## config.mk

```make
export PLATFORM = sky130hd
export DESIGN_NAME = sgd_ca_decoder
export DESIGN_NICKNAME = d
export VERILOG_FILES = /design/src/inc/sgd_pkg.sv /design/src/rtl/sgd_ca_decoder.sv /design/src/rtl/sgd_ca_uninvert.sv
export SDC_FILE = /design/constraint.sdc
export NUM_CORES = 1
export LEC_CHECK = 0
export BUFFER_PORTS_ARGS = -buffer_cell sky130_fd_sc_hd__buf_2
export CORE_ASPECT_RATIO = 0.8
export CORE_UTILIZATION = 50
export CTS_CLUSTER_DIAMETER = 200
export DETAILED_ROUTE_END_ITERATION = 10
export PLACE_DENSITY_LB_ADDON = 0.2
export SYNTH_ARGS = -nofsm -noshare
export SYNTH_HDL_FRONTEND = slang
export SYNTH_SLANG_ARGS = --single-unit
```

## constraint.sdc

```tcl
create_clock -name sys_clk -period 3.4 [get_ports sys_clk]
set_clock_uncertainty 0.05 [all_clocks]
set_input_delay 1.02 -clock sys_clk [delete_from_list [all_inputs] [get_ports sys_clk]]
set_output_delay 1.02 -clock sys_clk [all_outputs]
set_load 0.01 [all_outputs]
```

## src/inc/sgd_pkg.sv

```systemverilog
/*
 * shared constants for the command/address packet decoder: field slices,
 * pair encodings of the two top lines, command codes and sequencer states.
 * assumes the packet halves arrive already split into rising and falling words.
 */
`default_nettype none
package sgd_pkg;
   // ==========================================================================
   // bus widths and field slices
   localparam int CA_W = 10;
   localparam int LOW_W = 4;
   localparam int OP_HI = 9; // top two lines select the command family
   localparam int OP_LO = 8;
   localparam int SUB_HI = 7; // falling-edge sub-select
   localparam int SUB_LO = 6;
   localparam int BANK_HI = 7;
   localparam int BANK_LO = 4;
   localparam int LOW_HI = 3;
   localparam int COLHI_HI = 2;
   localparam int CE_BIT = 3; // pseudo-channel gate on falling edge
   localparam int ALL_BIT = 4; // all-bank / auto-close select on falling edge
   localparam int BYTE_HI = 7;
   localparam int MASK_W = 16;
   localparam int MR_N = 16;
   localparam int OP_W = 12;
   localparam logic [3:0] MR_FIFTEEN = 4'hf;
   // ==========================================================================
   // logical levels of the two top lines
   localparam logic [1:0] PAIR_LL = 2'h0;
   localparam logic [1:0] PAIR_LH = 2'h1;
   localparam logic [1:0] PAIR_HL = 2'h2;
   localparam logic [1:0] PAIR_HH = 2'h3;
   // ==========================================================================
   // decoded commands
   typedef enum logic [4:0] {
      CMD_NOP = 5'b00000,
      CMD_MODE_REGISTER_WRITE = 5'b00001,
      CMD_ROW_OPEN = 5'b00010,
      CMD_READ = 5'b00011,
      CMD_FIFO_LOAD = 5'b00100,
      CMD_READ_TRAIN = 5'b00101,
      CMD_WRITE = 5'b00110,
      CMD_WRITE_SHARED_MASK = 5'b00111,
      CMD_WRITE_PER_BYTE_MASK = 5'b01000,
      CMD_WRITE_TRAIN = 5'b01001,
      CMD_PRECHARGE_ONE_BANK = 5'b01010,
      CMD_PRECHARGE_ALL_BANKS = 5'b01011,
      CMD_REFRESH_ONE_BANK = 5'b01100,
      CMD_REFRESH_ALL_BANKS = 5'b01101,
      CMD_POWER_DOWN_ENTRY = 5'b01110,
      CMD_POWER_DOWN_EXIT = 5'b01111,
      CMD_SELF_REFRESH_ENTRY = 5'b10000,
      CMD_SELF_REFRESH_EXIT = 5'b10001,
      CMD_BUS_TRAINING_CAPTURE = 5'b10010
   } sgd_cmd_t;
   // mask collection after a masked write
   typedef enum logic [1:0] {
      ST_IDLE = 2'b00,
      ST_MASK_A = 2'b01,
      ST_MASK_B = 2'b10
   } sgd_st_t;
endpackage
`default_nettype wire

```

## src/rtl/sgd_ca_decoder.sv

```systemverilog
/*
 * command/address packet decoder: one sys_clk cycle per command clock cycle,
 * rising and falling halves presented together, mode registers held here.
 * assumes the front end has already captured both edges synchronously.
 */
// What this block does
// - l->h clock-enable with all-high tops is power-down entry outside training; h->l is an exit
// - undo bus inversion when enabled and flag low, before decoding
// - mode register write stores 12-bit opcode in the 4-bit addressed register
// - row open carries 4-bit bank and 14-bit row
// - reads and writes carry bank and 7-bit column, no sub-word start
// - masked writes take one shared or two per-byte mask pairs afterwards
// - falling-edge gate bit high enables the data access, low suppresses it
// - refresh family: enable low twice is refresh, low then high outside training is self-refresh entry
// - fifo load carries 4-bit burst position and 10-bit data
// - all three no-operation encodings raise no command; the alternate two set bad_nop_q outside training
// - register fifteen write with enable high twice allowed only in training
// - precharge/refresh bank from rising bits 7..4, falling bit 4 selects all
// - auto-close write variants differ only by falling bit 4 high
// - packet is one rising plus falling edge, enable sampled previous and now
// - second pseudo-channel supplies its own low column lines and gate
`timescale 1ns/1ps
`default_nettype none
module sgd_ca_decoder (
   input wire logic sys_clk,
   input wire logic resetn,
   input wire logic [9:0] ca_rise,
   input wire logic [9:0] ca_fall,
   input wire logic [3:0] pc1_ca_rise,
   input wire logic [3:0] pc1_ca_fall,
   input wire logic cke_n,
   input wire logic cmd_bus_invert_flag_n,
   input wire logic bus_invert_en,
   input wire logic training_mode,
   input wire logic pseudo_channel_mode,
   input wire logic [3:0] mr_sel,
   output logic cmd_valid_q,
   output sgd_pkg::sgd_cmd_t cmd_code_q,
   output logic [3:0] bank_q,
   output logic [13:0] row_q,
   output logic [6:0] col_pc0_q,
   output logic [6:0] col_pc1_q,
   output logic ce_pc0_q,
   output logic ce_pc1_q,
   output logic auto_close_q,
   output logic [3:0] mr_addr_q,
   output logic [11:0] mr_op_q,
   output logic [3:0] fifo_pos_q,
   output logic [9:0] fifo_data_q,
   output logic [15:0] beat_mask0_q,
   output logic [15:0] beat_mask1_q,
   output logic in_power_down_q,
   output logic in_self_refresh_q,
   output logic bad_nop_q,
   output logic [11:0] mr_rdata_q
);
   // ==========================================================================
   // logical command words
   logic [9:0] r;
   logic [9:0] f;
   logic [3:0] r1;
   logic [3:0] f1;
   logic cke_prev_q;
   sgd_pkg::sgd_st_t st_q;
   sgd_pkg::sgd_cmd_t dec;
   logic dec_hit;
   logic nop_alt;
   logic [11:0] mode_reg [sgd_pkg::MR_N];
   logic ll;
   logic lh;
   logic hl;
   logic hh;

   sgd_ca_uninvert #(.W(sgd_pkg::CA_W)) u_inv_r (.raw(ca_rise), .inv_en(bus_invert_en),
      .flag_n(cmd_bus_invert_flag_n), .logical(r));
   sgd_ca_uninvert #(.W(sgd_pkg::CA_W)) u_inv_f (.raw(ca_fall), .inv_en(bus_invert_en),
      .flag_n(cmd_bus_invert_flag_n), .logical(f));
   sgd_ca_uninvert #(.W(sgd_pkg::LOW_W)) u_inv_r1 (.raw(pc1_ca_rise), .inv_en(bus_invert_en),
      .flag_n(cmd_bus_invert_flag_n), .logical(r1));
   sgd_ca_uninvert #(.W(sgd_pkg::LOW_W)) u_inv_f1 (.raw(pc1_ca_fall), .inv_en(bus_invert_en),
      .flag_n(cmd_bus_invert_flag_n), .logical(f1));

   // ==========================================================================
   // clock-enable history: previous and current cycle form part of the decode
   always_ff @(posedge sys_clk or negedge resetn)
   begin
      if (!resetn)
         cke_prev_q <= 1'b1;
      else
         cke_prev_q <= cke_n;
   end

   assign ll = !cke_prev_q && !cke_n;
   assign lh = !cke_prev_q && cke_n;
   assign hl = cke_prev_q && !cke_n;
   assign hh = cke_prev_q && cke_n;

   // ==========================================================================
   // packet decode; nothing is decoded while mask pairs are being collected
   always_comb
   begin
      dec = sgd_pkg::CMD_NOP;
      dec_hit = 1'b0;
      nop_alt = 1'b0;
      if (st_q == sgd_pkg::ST_IDLE)
      begin
         if (lh && training_mode)
            dec = sgd_pkg::CMD_BUS_TRAINING_CAPTURE; // lines are don't-care
         else if (lh && r[9:8] == sgd_pkg::PAIR_HH && f[9:8] == sgd_pkg::PAIR_HH)
            dec = sgd_pkg::CMD_POWER_DOWN_ENTRY;
         else if (lh && r[9:8] == sgd_pkg::PAIR_HL && f[9:8] == sgd_pkg::PAIR_LH)
            dec = sgd_pkg::CMD_SELF_REFRESH_ENTRY;
         else if (hl && r[9:8] == sgd_pkg::PAIR_HH && f[9:8] == sgd_pkg::PAIR_HH)
            dec = in_self_refresh_q ? sgd_pkg::CMD_SELF_REFRESH_EXIT
                                    : sgd_pkg::CMD_POWER_DOWN_EXIT;
         else if (hh && training_mode && r[9:8] == sgd_pkg::PAIR_HL
                  && f[9:8] == sgd_pkg::PAIR_HL && r[7:4] == sgd_pkg::MR_FIFTEEN)
            dec = sgd_pkg::CMD_MODE_REGISTER_WRITE;
         else if (ll && !r[sgd_pkg::OP_HI])
            dec = sgd_pkg::CMD_ROW_OPEN;
         else if (ll && r[9:8] == sgd_pkg::PAIR_HH)
         begin
            unique case (f[9:8])
               sgd_pkg::PAIR_LH:
                  unique case (f[7:6])
                     sgd_pkg::PAIR_LL: dec = sgd_pkg::CMD_READ;
                     sgd_pkg::PAIR_HL: dec = sgd_pkg::CMD_FIFO_LOAD;
                     sgd_pkg::PAIR_HH: dec = sgd_pkg::CMD_READ_TRAIN;
                     sgd_pkg::PAIR_LH: dec = sgd_pkg::CMD_NOP; // undefined, ignored
                  endcase
               sgd_pkg::PAIR_LL:
                  unique case (f[7:6])
                     sgd_pkg::PAIR_LL: dec = sgd_pkg::CMD_WRITE;
                     sgd_pkg::PAIR_LH: dec = sgd_pkg::CMD_WRITE_PER_BYTE_MASK;
                     sgd_pkg::PAIR_HL: dec = sgd_pkg::CMD_WRITE_SHARED_MASK;
                     sgd_pkg::PAIR_HH: dec = sgd_pkg::CMD_WRITE_TRAIN;
                  endcase
               sgd_pkg::PAIR_HL: nop_alt = 1'b1; // second encoding
               sgd_pkg::PAIR_HH: dec = sgd_pkg::CMD_NOP; // first encoding
            endcase
         end
         else if (ll && r[9:8] == sgd_pkg::PAIR_HL)
         begin
            unique case (f[9:8])
               sgd_pkg::PAIR_HH: nop_alt = 1'b1; // third encoding
               sgd_pkg::PAIR_HL: dec = sgd_pkg::CMD_MODE_REGISTER_WRITE;
               sgd_pkg::PAIR_LL: dec = f[sgd_pkg::ALL_BIT] ? sgd_pkg::CMD_PRECHARGE_ALL_BANKS
                                      : sgd_pkg::CMD_PRECHARGE_ONE_BANK;
               sgd_pkg::PAIR_LH: dec = f[sgd_pkg::ALL_BIT] ? sgd_pkg::CMD_REFRESH_ALL_BANKS
                                      : sgd_pkg::CMD_REFRESH_ONE_BANK;
            endcase
         end
         dec_hit = (dec != sgd_pkg::CMD_NOP);
      end
   end

   // ==========================================================================
   // command fields: latched at decode and held through mask collection
   always_ff @(posedge sys_clk or negedge resetn)
   begin
      if (!resetn)
      begin
         cmd_code_q <= sgd_pkg::CMD_NOP;
         bank_q <= 4'h0;
         row_q <= 14'h0000;
         col_pc0_q <= 7'h00;
         col_pc1_q <= 7'h00;
         ce_pc0_q <= 1'b0;
         ce_pc1_q <= 1'b0;
         auto_close_q <= 1'b0;
         mr_addr_q <= 4'h0;
         mr_op_q <= 12'h000;
         fifo_pos_q <= 4'h0;
         fifo_data_q <= 10'h000;
      end
      else if (dec_hit)
      begin
         cmd_code_q <= dec;
         bank_q <= r[sgd_pkg::BANK_HI:sgd_pkg::BANK_LO];
         row_q <= {f, r[sgd_pkg::LOW_HI:0]};
         col_pc0_q <= {f[sgd_pkg::COLHI_HI:0], r[sgd_pkg::LOW_HI:0]};
         // separate low column lines only when the channel is split
         col_pc1_q <= pseudo_channel_mode ? {f1[sgd_pkg::COLHI_HI:0], r1}
                      : {f[sgd_pkg::COLHI_HI:0], r[sgd_pkg::LOW_HI:0]};
         ce_pc0_q <= f[sgd_pkg::CE_BIT];
         ce_pc1_q <= pseudo_channel_mode ? f1[sgd_pkg::CE_BIT] : f[sgd_pkg::CE_BIT];
         auto_close_q <= f[sgd_pkg::ALL_BIT];
         mr_addr_q <= r[sgd_pkg::BANK_HI:sgd_pkg::BANK_LO];
         mr_op_q <= {f[sgd_pkg::BYTE_HI:0], r[sgd_pkg::LOW_HI:0]};
         fifo_pos_q <= r[sgd_pkg::BANK_HI:sgd_pkg::BANK_LO];
         fifo_data_q <= {f[5:0], r[sgd_pkg::LOW_HI:0]};
      end
   end

   // ==========================================================================
   // mask sequencer: valid is held back until every mask pair has arrived
   always_ff @(posedge sys_clk or negedge resetn)
   begin
      if (!resetn)
      begin
         st_q <= sgd_pkg::ST_IDLE;
         cmd_valid_q <= 1'b0;
         beat_mask0_q <= 16'h0000;
         beat_mask1_q <= 16'h0000;
      end
      else
      begin
         cmd_valid_q <= 1'b0;
         unique case (st_q)
            sgd_pkg::ST_IDLE:
               if (dec == sgd_pkg::CMD_WRITE_SHARED_MASK || dec == sgd_pkg::CMD_WRITE_PER_BYTE_MASK)
                  st_q <= sgd_pkg::ST_MASK_A;
               else
                  cmd_valid_q <= dec_hit; // no-ops never raise valid
            sgd_pkg::ST_MASK_A:
            begin
               beat_mask0_q <= {f[sgd_pkg::BYTE_HI:0], r[sgd_pkg::BYTE_HI:0]}; // byte 0
               if (cmd_code_q == sgd_pkg::CMD_WRITE_SHARED_MASK)
               begin
                  beat_mask1_q <= {f[sgd_pkg::BYTE_HI:0], r[sgd_pkg::BYTE_HI:0]};
                  cmd_valid_q <= 1'b1;
                  st_q <= sgd_pkg::ST_IDLE;
               end
               else
                  st_q <= sgd_pkg::ST_MASK_B;
            end
            sgd_pkg::ST_MASK_B:
            begin
               beat_mask1_q <= {f[sgd_pkg::BYTE_HI:0], r[sgd_pkg::BYTE_HI:0]}; // byte 1
               cmd_valid_q <= 1'b1;
               st_q <= sgd_pkg::ST_IDLE;
            end
            default: st_q <= sgd_pkg::ST_IDLE;
         endcase
      end
   end

   // ==========================================================================
   // low-power state; an h->l exit closes self-refresh if it is open, otherwise power-down
   always_ff @(posedge sys_clk or negedge resetn)
   begin
      if (!resetn)
      begin
         in_power_down_q <= 1'b0;
         in_self_refresh_q <= 1'b0;
      end
      else
      begin
         if (dec == sgd_pkg::CMD_POWER_DOWN_ENTRY)
            in_power_down_q <= 1'b1;
         else if (dec == sgd_pkg::CMD_POWER_DOWN_EXIT)
            in_power_down_q <= 1'b0;
         if (dec == sgd_pkg::CMD_SELF_REFRESH_ENTRY)
            in_self_refresh_q <= 1'b1;
         else if (dec == sgd_pkg::CMD_SELF_REFRESH_EXIT)
            in_self_refresh_q <= 1'b0;
      end
   end

   // ==========================================================================
   // flags a controller using the alternate no-ops outside training
   always_ff @(posedge sys_clk or negedge resetn)
   begin
      if (!resetn)
         bad_nop_q <= 1'b0;
      else
         bad_nop_q <= nop_alt && !training_mode;
   end

   // ==========================================================================
   // mode register storage with a read port for observation
   always_ff @(posedge sys_clk or negedge resetn)
   begin
      if (!resetn)
      begin
         for (int i = 0; i < sgd_pkg::MR_N; i++)
            mode_reg[i] <= 12'h000;
         mr_rdata_q <= 12'h000;
      end
      else
      begin
         if (dec == sgd_pkg::CMD_MODE_REGISTER_WRITE)
            mode_reg[r[sgd_pkg::BANK_HI:sgd_pkg::BANK_LO]] <=
               {f[sgd_pkg::BYTE_HI:0], r[sgd_pkg::LOW_HI:0]};
         mr_rdata_q <= mode_reg[mr_sel];
      end
   end
endmodule // sgd_ca_decoder
`default_nettype wire

```

## src/rtl/sgd_ca_uninvert.sv

```systemverilog
/*
 * turns physical command/address levels back into logical values.
 * assumes the invert flag and its enable are sampled with the same word.
 */
`timescale 1ns/1ps
`default_nettype none
module sgd_ca_uninvert #(
   parameter int W = 10
) (
   input wire logic [W-1:0] raw,
   input wire logic inv_en,
   input wire logic flag_n,
   output logic [W-1:0] logical
);
   // ==========================================================================
   // a low flag with inversion enabled means every line arrived flipped
   assign logical = (inv_en && !flag_n) ? ~raw : raw;
endmodule // sgd_ca_uninvert
`default_nettype wire

```

**Word level (Yosys, flattened, before mapping)**

Cells that the tools add are included.

- Register bits after elaboration: 305

- Equal/unequal tests: 21
- Multiplexer cells: 53
- Bitwise operators: 6
- Reduce and logical (&&, ||, !) cells: 35
- $lt $le $gt $ge: 3

Operator list:

| kind | number |
|---|---|
| 192-bit bitwise mux | 1 |
| 5-bit 2-to-1 mux | 10 |
| 12-bit binary-select mux with 4-bit select | 1 |
| 12-bit demux with 4-bit select | 1 |
| 5-bit case mux with 4 select lines | 2 |
| 12-bit 2-to-1 mux | 3 |
| 16-bit case mux with 2 select lines | 1 |
| 1-bit logical AND | 21 |
| 1-bit 2-to-1 mux | 21 |
| 10-bit 2-to-1 mux | 2 |
| 10-bit NOT | 2 |
| 16-bit 2-to-1 mux | 1 |
| 5-bit by 4-bit == test with 1-bit output (second input constant) | 3 |
| 2-bit == test (second input constant) | 7 |
| 4-bit 2-to-1 mux | 3 |
| 4-bit case mux with 3 select lines | 1 |
| 5-bit by 3-bit == test with 1-bit output (second input constant) | 2 |
| 5-bit == test (second input constant) | 2 |
| 5-bit greater-or-equal comparator (second input constant) | 2 |
| 4-bit NOT with 5-bit output | 2 |
| 5-bit case mux with 2 select lines | 1 |
| 4-bit NOT | 2 |
| 7-bit 2-to-1 mux | 1 |
| 2-bit by 1-bit == test with 1-bit output (second input constant) | 3 |
| other kinds (14) | 23 |

**Logic depth before layout (Yosys ltp)**

- Depth after elaboration: 19
- Depth in mapped cells: 11
- Gate-level depth less buffers: 7

**By module**

From an unflattened synthesis, not the netlist that was laid out.

- Cell total of the unflattened synthesis: 853
- Area, all modules: 12932.4 sq um

Modules (own cells, without submodules):

| module | times used | sequential area each (sq um) | area an instance (sq um) | cells each |
|---|---|---|---|---|
| sgd_ca_decoder | 1 | 6857.8 | 12614.6 | 817 |
| sgd_ca_uninvert (u_inv_f ...) | 2 | 0.0 | 112.6 | 12 |
| sgd_ca_uninvert (u_inv_f1 ...) | 2 | 0.0 | 46.3 | 6 |

**Least setup slack after synthesis**

No wires, ideal clock.

- Path kind: input -> register
- Start: input bus_invert_en
- End: register mode_reg[10] (netlist name)
- Cell stages on the path: 10
- Library setup time: 0.125 ns
- Path buffers: 3
- Setup slack: 0.117 ns
- Arrival time: 3.108 ns
- Path through: nor2b_1 buf_2 a2111oi_0 a311o_1 nand3_1 a21oi_4 buf_12 nand3_4 buf_6 mux2_4

- Cells in the longest elaborated chain, start to end: 15
- Elaborated cells between the ends (all ways): 51

RTL lines:

| element | line | RTL |
|---|---|---|
| from (decl) | sgd_ca_decoder.sv:33 | `input wire logic bus_invert_en,` |
| 1-bit logical AND * | sgd_ca_uninvert.sv:17 | `assign logical = (inv_en && !flag_n) ? ~raw : raw;` |
| 10-bit 2-to-1 mux | sgd_ca_uninvert.sv:17 |  |
| 2-bit == test (tied with other cells) | sgd_ca_decoder.sv:125, sgd_ca_decoder.sv:132 |  |
| 5-bit case mux with 4 select lines (tied with other cells) | sgd_ca_decoder.sv:132 | `unique case (f[7:6])` |
| 5-bit case mux with 2 select lines / 4-bit 2-to-1 mux (equally long branches) | sgd_ca_decoder.sv:123, sgd_ca_decoder.sv:142 |  |
| 5-bit 2-to-1 mux | sgd_ca_decoder.sv:121 | `else if (ll && r[9:8] == sgd_pkg::PAIR_HH)` |
| 5-bit 2-to-1 mux | sgd_ca_decoder.sv:119 | `else if (ll && !r[sgd_pkg::OP_HI])` |
| 5-bit 2-to-1 mux | sgd_ca_decoder.sv:116 | `else if (hh && training_mode && r[9:8] == sgd_pkg::PAIR_HL` |
| 5-bit 2-to-1 mux | sgd_ca_decoder.sv:113 | `else if (hl && r[9:8] == sgd_pkg::PAIR_HH && f[9:8] == sgd_pkg::PAIR_HH)` |
| 5-bit 2-to-1 mux | sgd_ca_decoder.sv:111 | `else if (lh && r[9:8] == sgd_pkg::PAIR_HL && f[9:8] == sgd_pkg::PAIR_LH)` |
| 5-bit 2-to-1 mux | sgd_ca_decoder.sv:109 | `else if (lh && r[9:8] == sgd_pkg::PAIR_HH && f[9:8] == sgd_pkg::PAIR_HH)` |
| 5-bit 2-to-1 mux | sgd_ca_decoder.sv:107 | `if (lh && training_mode)` |
| 5-bit 2-to-1 mux (2 in a row) | sgd_ca_decoder.sv:105 | `if (st_q == sgd_pkg::ST_IDLE)` |
| 5-bit by 1-bit == test with 1-bit output | sgd_ca_decoder.sv:282 | `if (dec == sgd_pkg::CMD_MODE_REGISTER_WRITE)` |
| to (signal, indexed assignment) | sgd_ca_decoder.sv:283 | `mode_reg[r[sgd_pkg::BANK_HI:sgd_pkg::BANK_LO]] <=` |
| to (decl) | sgd_ca_decoder.sv:68 | `logic [11:0] mode_reg [sgd_pkg::MR_N];` |

Every way passes the cells marked *; elsewhere a longest branch is shown, timed or not. The select of a mux whose other input is x is not followed.
A chain may end at the register's enable or synchronous reset.

**Final worst setup path**

- Start: input bus_invert_en
- End: register mode_reg[46] (netlist name)

The elaborated chain is that of the path after synthesis.

==> summary.md <==
| Metric | Value |
|---|---|
| Layout Nets | `around 1100` |
| Top_reg_cell synth | `dfrtp_1` |
| EDFF count, synth | `0` |
| Worst hold slack | `416 ps` |
| CP bufs+invs | `3` |
| CTS buffer count | `28` |
| Status | `completed` |
| Placed cell count | `roughly 1400` |
| Share of flip-flops with an asynchronous set or reset | `1.00` |
| Post-Syn Nets | `a little over 900` |
| Crit-path leading delay family | `compound AO/OA/AOI/OAI gates` |
| Critical path capture point type | `register` |
| Crit-path slowest cell | `a2111oi_0` |
| Vias in the first global route | `between 8000 and 9000` |
| Worst-margin pin slew | `about 1000 ps` |
| Synthesis warning total | `0` |
| CP required | `approximately 3800 ps` |
| Mapped Avg Cell Area | `about 16 um^2` |
| DRC Markers | `0` |
| Setup CP Type | `in2reg` |
| Overall power | `slightly above 9 mW` |
| Post_cts resized | `0` |
| Synth area leaders | `dfrtp_1, mux2_4, mux4_2` |
| Max FFs per register | `approximately 190` |
| CTS tree | `built` |
| Sequential area share after synthesis | `0.503` |
| Via Count | `~8000` |
| Post-DP HPWL | `about 20000 um` |
| Post-CTS Hold Buffers | `0` |
| Pwr/cell area | `roughly 570 nW/um^2` |
| Mapped cell area | `13600 um^2` |
| Slew headroom | `0.304` |
| Min-Delay Path Class | `in2async` |
| Drt initial violations | `roughly 340` |
| Library cells used by synthesis | `59` |
| Fmax | `between 300 and 400 MHz` |
| CP arrival | `around 3600 ps` |
| Final WL | `~30000 um` |
| Final Instance Count excl. Fillers | `1415` |
| Fin util | `0.600` |
| Yosys top cell area share | `0.501` |
| Final setup viols | `0` |
| RePlAce Congestion | `between 0.8 and 0.9` |
| Io pins | `157` |
| Reg2reg start | `cke_prev_q` |
| Starting Density | `0.514` |
| Reg clk slew, reported paths | `approximately 60 ps` |
| Cells on worst reg2reg path | `7` |
| First-pass GRT wire length | `around 48000 um` |
| Die area | `approximately 28000 um^2` |
| CP Cell Sequence | `buf_2 > nor2b_2 > a2111oi_0 > buf_4 > a311o_1 > nand3_1 > a21oi_4 > buf_12 > nand3_4 > mux2_4` |
| Largest net degree at the start of global routing | `between 70 and 80` |
| Global-route usage over all layers | `0.223` |
| Layout cells sized above 1 | `0.581` |
| Initial antenna violation count | `1` |
| Post-synth top area cell | `dfrtp_1` |
| Worst-skew pair later-pin latency | `approximately 530 ps` |
| Cells after Synth | `about 870` |
| Area Overhead vs Synth | `16.7%` |
| Root Buffer | `clkbuf_16` |
| Die Height | `between 100 and 150 um` |
| Max IR drop VDD | `about 0.0004 V` |
| Fin crit period | `approximately 3200 ps` |
| Via density | `about 5.6` |
| Max clock buf depth | `3` |
| Port-buffer cells | `156` |
| # Post-CTS Setup Buffers | `0` |
| Row count | `53` |
| Number of routed nets with antenna violations | `0` |
| GR Overflow Total | `0` |
| Leakage | `a little under 8 nW` |
| CP peak stage delay | `just under 600 ps` |
| Crit path launch type | `input pin` |
| Fin crit share | `0.946` |
| R2R setup slack | `roughly 800 ps` |
| TritonCTS Sinks | `274` |
| Die W | `about 190 um` |
| Core area | `26500 um^2` |
| FF+latch count, synth | `between 200 and 300` |
| Critical R2R Capture | `mode_reg[46]` |
| Max FO, Critical Path | `17` |
| # diodes | `0` |
| Max Cap Violations | `0` |
| H-tree levels | `1` |
| Router iterations before antenna repair | `4` |
| Fin. max-slew vios | `0` |
| RSZ-0062 raised after global routing | `false` |
| Final Hold Fails | `0` |
| Routed WL per cell | `21.2 um` |
==> routing by layer <==
layer,wire length [um],vias to the layer above,GRT usage
li1,-,3504,-
met1,14300,4160,0.322
met2,14200,160,0.363
met3,1140,38,0.0303
met4,492,2,0.0463
met5,10,-,0
==> worst max-delay path by stage <==
| stage | slack [ps] | start | end | cells past startpoint |
|---|---|---|---|---|
| after CTS | 260 | bus_invert_en | mode_reg[46] | 10 |
| after floorplan | 120 | bus_invert_en | mode_reg[10] | 10 |
| final | 180 | bus_invert_en | mode_reg[46] | 10 |
| after detailed placement | -290 | bus_invert_en | mode_reg[38] | 10 |
| after global placement | -310 | bus_invert_en | mode_reg[98] | 10 |
| after global routing | 30 | bus_invert_en | mode_reg[38] | 10 |
==> cell type report <==
type / count / area (um^2)
Sequential cell: 274 / 6860
Multi-Input combinational cell: 493 / 6070
Tap cell: 357 / 447
Fill cell: 2069 / 10600
Clock buffer: 42 / 825
Timing Repair Buffer: 237 / 1600
Clock inverter: 8 / 100
Inverter: 4 / 15.0
==> Yosys cell counts, types with 2 or more instances <==
cell type and instances:
dfrtp_1 273, mux2_4 134, mux2_2 118, mux4_2 60
buf_4 40, xnor2_1 28, clkbuf_1 26, nand2_1 19
o22ai_1 17, buf_6 16, nand3_1 11, nand3_4 11
buf_1 10, nor2_1 10, mux2i_1 9, buf_2 8
nand2b_1 5, nor2b_1 5, nor3_1 5, o21ai_0 5
a21oi_1 4, a2111oi_0 3, and2_1 3, inv_1 3
nand4b_1 3, o2bb2ai_1 3, or2_2 3, a211o_1 2
a211oi_1 2, a21o_1 2, a31oi_1 2, buf_12 2
nand3b_1 2, o211a_1 2, o211ai_1 2, o311ai_0 2
==> where the power goes <==
group | switching, mW | leakage (nW) | internal (mW)
Combinational | 0.889 | 3.80 | 1.08
Sequential | 0.302 | 3.61 | 3.79
Clock | 1.26 | 0.439 | 1.82
Total | 2.45 | 7.85 | 6.69
==> cells in the final DEF (no fill, tap or decap), types with 3 or more instances in the layout <==
cell and count:
nor2b_1 4, mux2_2 118, nor3_1 5, nand2b_1 5, inv_1 3, nand4b_1 3
a21oi_1 4, nor2_1 10, mux2i_1 9, xnor2_1 28, clkbuf_16 29, clkbuf_8 5
clkinvlp_4 4, buf_12 16, nand2_1 19, buf_4 66, buf_2 154, or2_2 3
o22ai_1 17, o2bb2ai_1 3, mux4_2 60, clkbuf_1 8, mux2_4 134, a2111oi_0 3
and2_1 3, o21ai_0 5, dfrtp_1 273, nand3_1 11, nand3_4 11
==> per-stage QoR <==
| step | worst slack [ps] | instance area [um^2] | TNS (ps) |
|---|---|---|---|
| finish | 182 | 15900 | 0 |
| global route | 32.2 | 15900 | 0 |
| CTS | 259 | 15900 | 0 |
| detailed placement | -287 | 15000 | -50030 |
| global placement | -310 | 15000 | -57620 |
| floorplan | 117 | 13600 | 0 |
==> kinds of logic (layout without fill, tap and decap cells) <==
group,count (synthesis),in the layout,share of synthesized area
compound gates,56,56,0.0308
xor+xnor,29,29,0.0186
buf+inv,106,291,0.0521
flops,274,274,0.503
mux,321,321,0.351
simple gates,87,87,0.0450
Note: power is estimated with default switching activity, not from simulation.
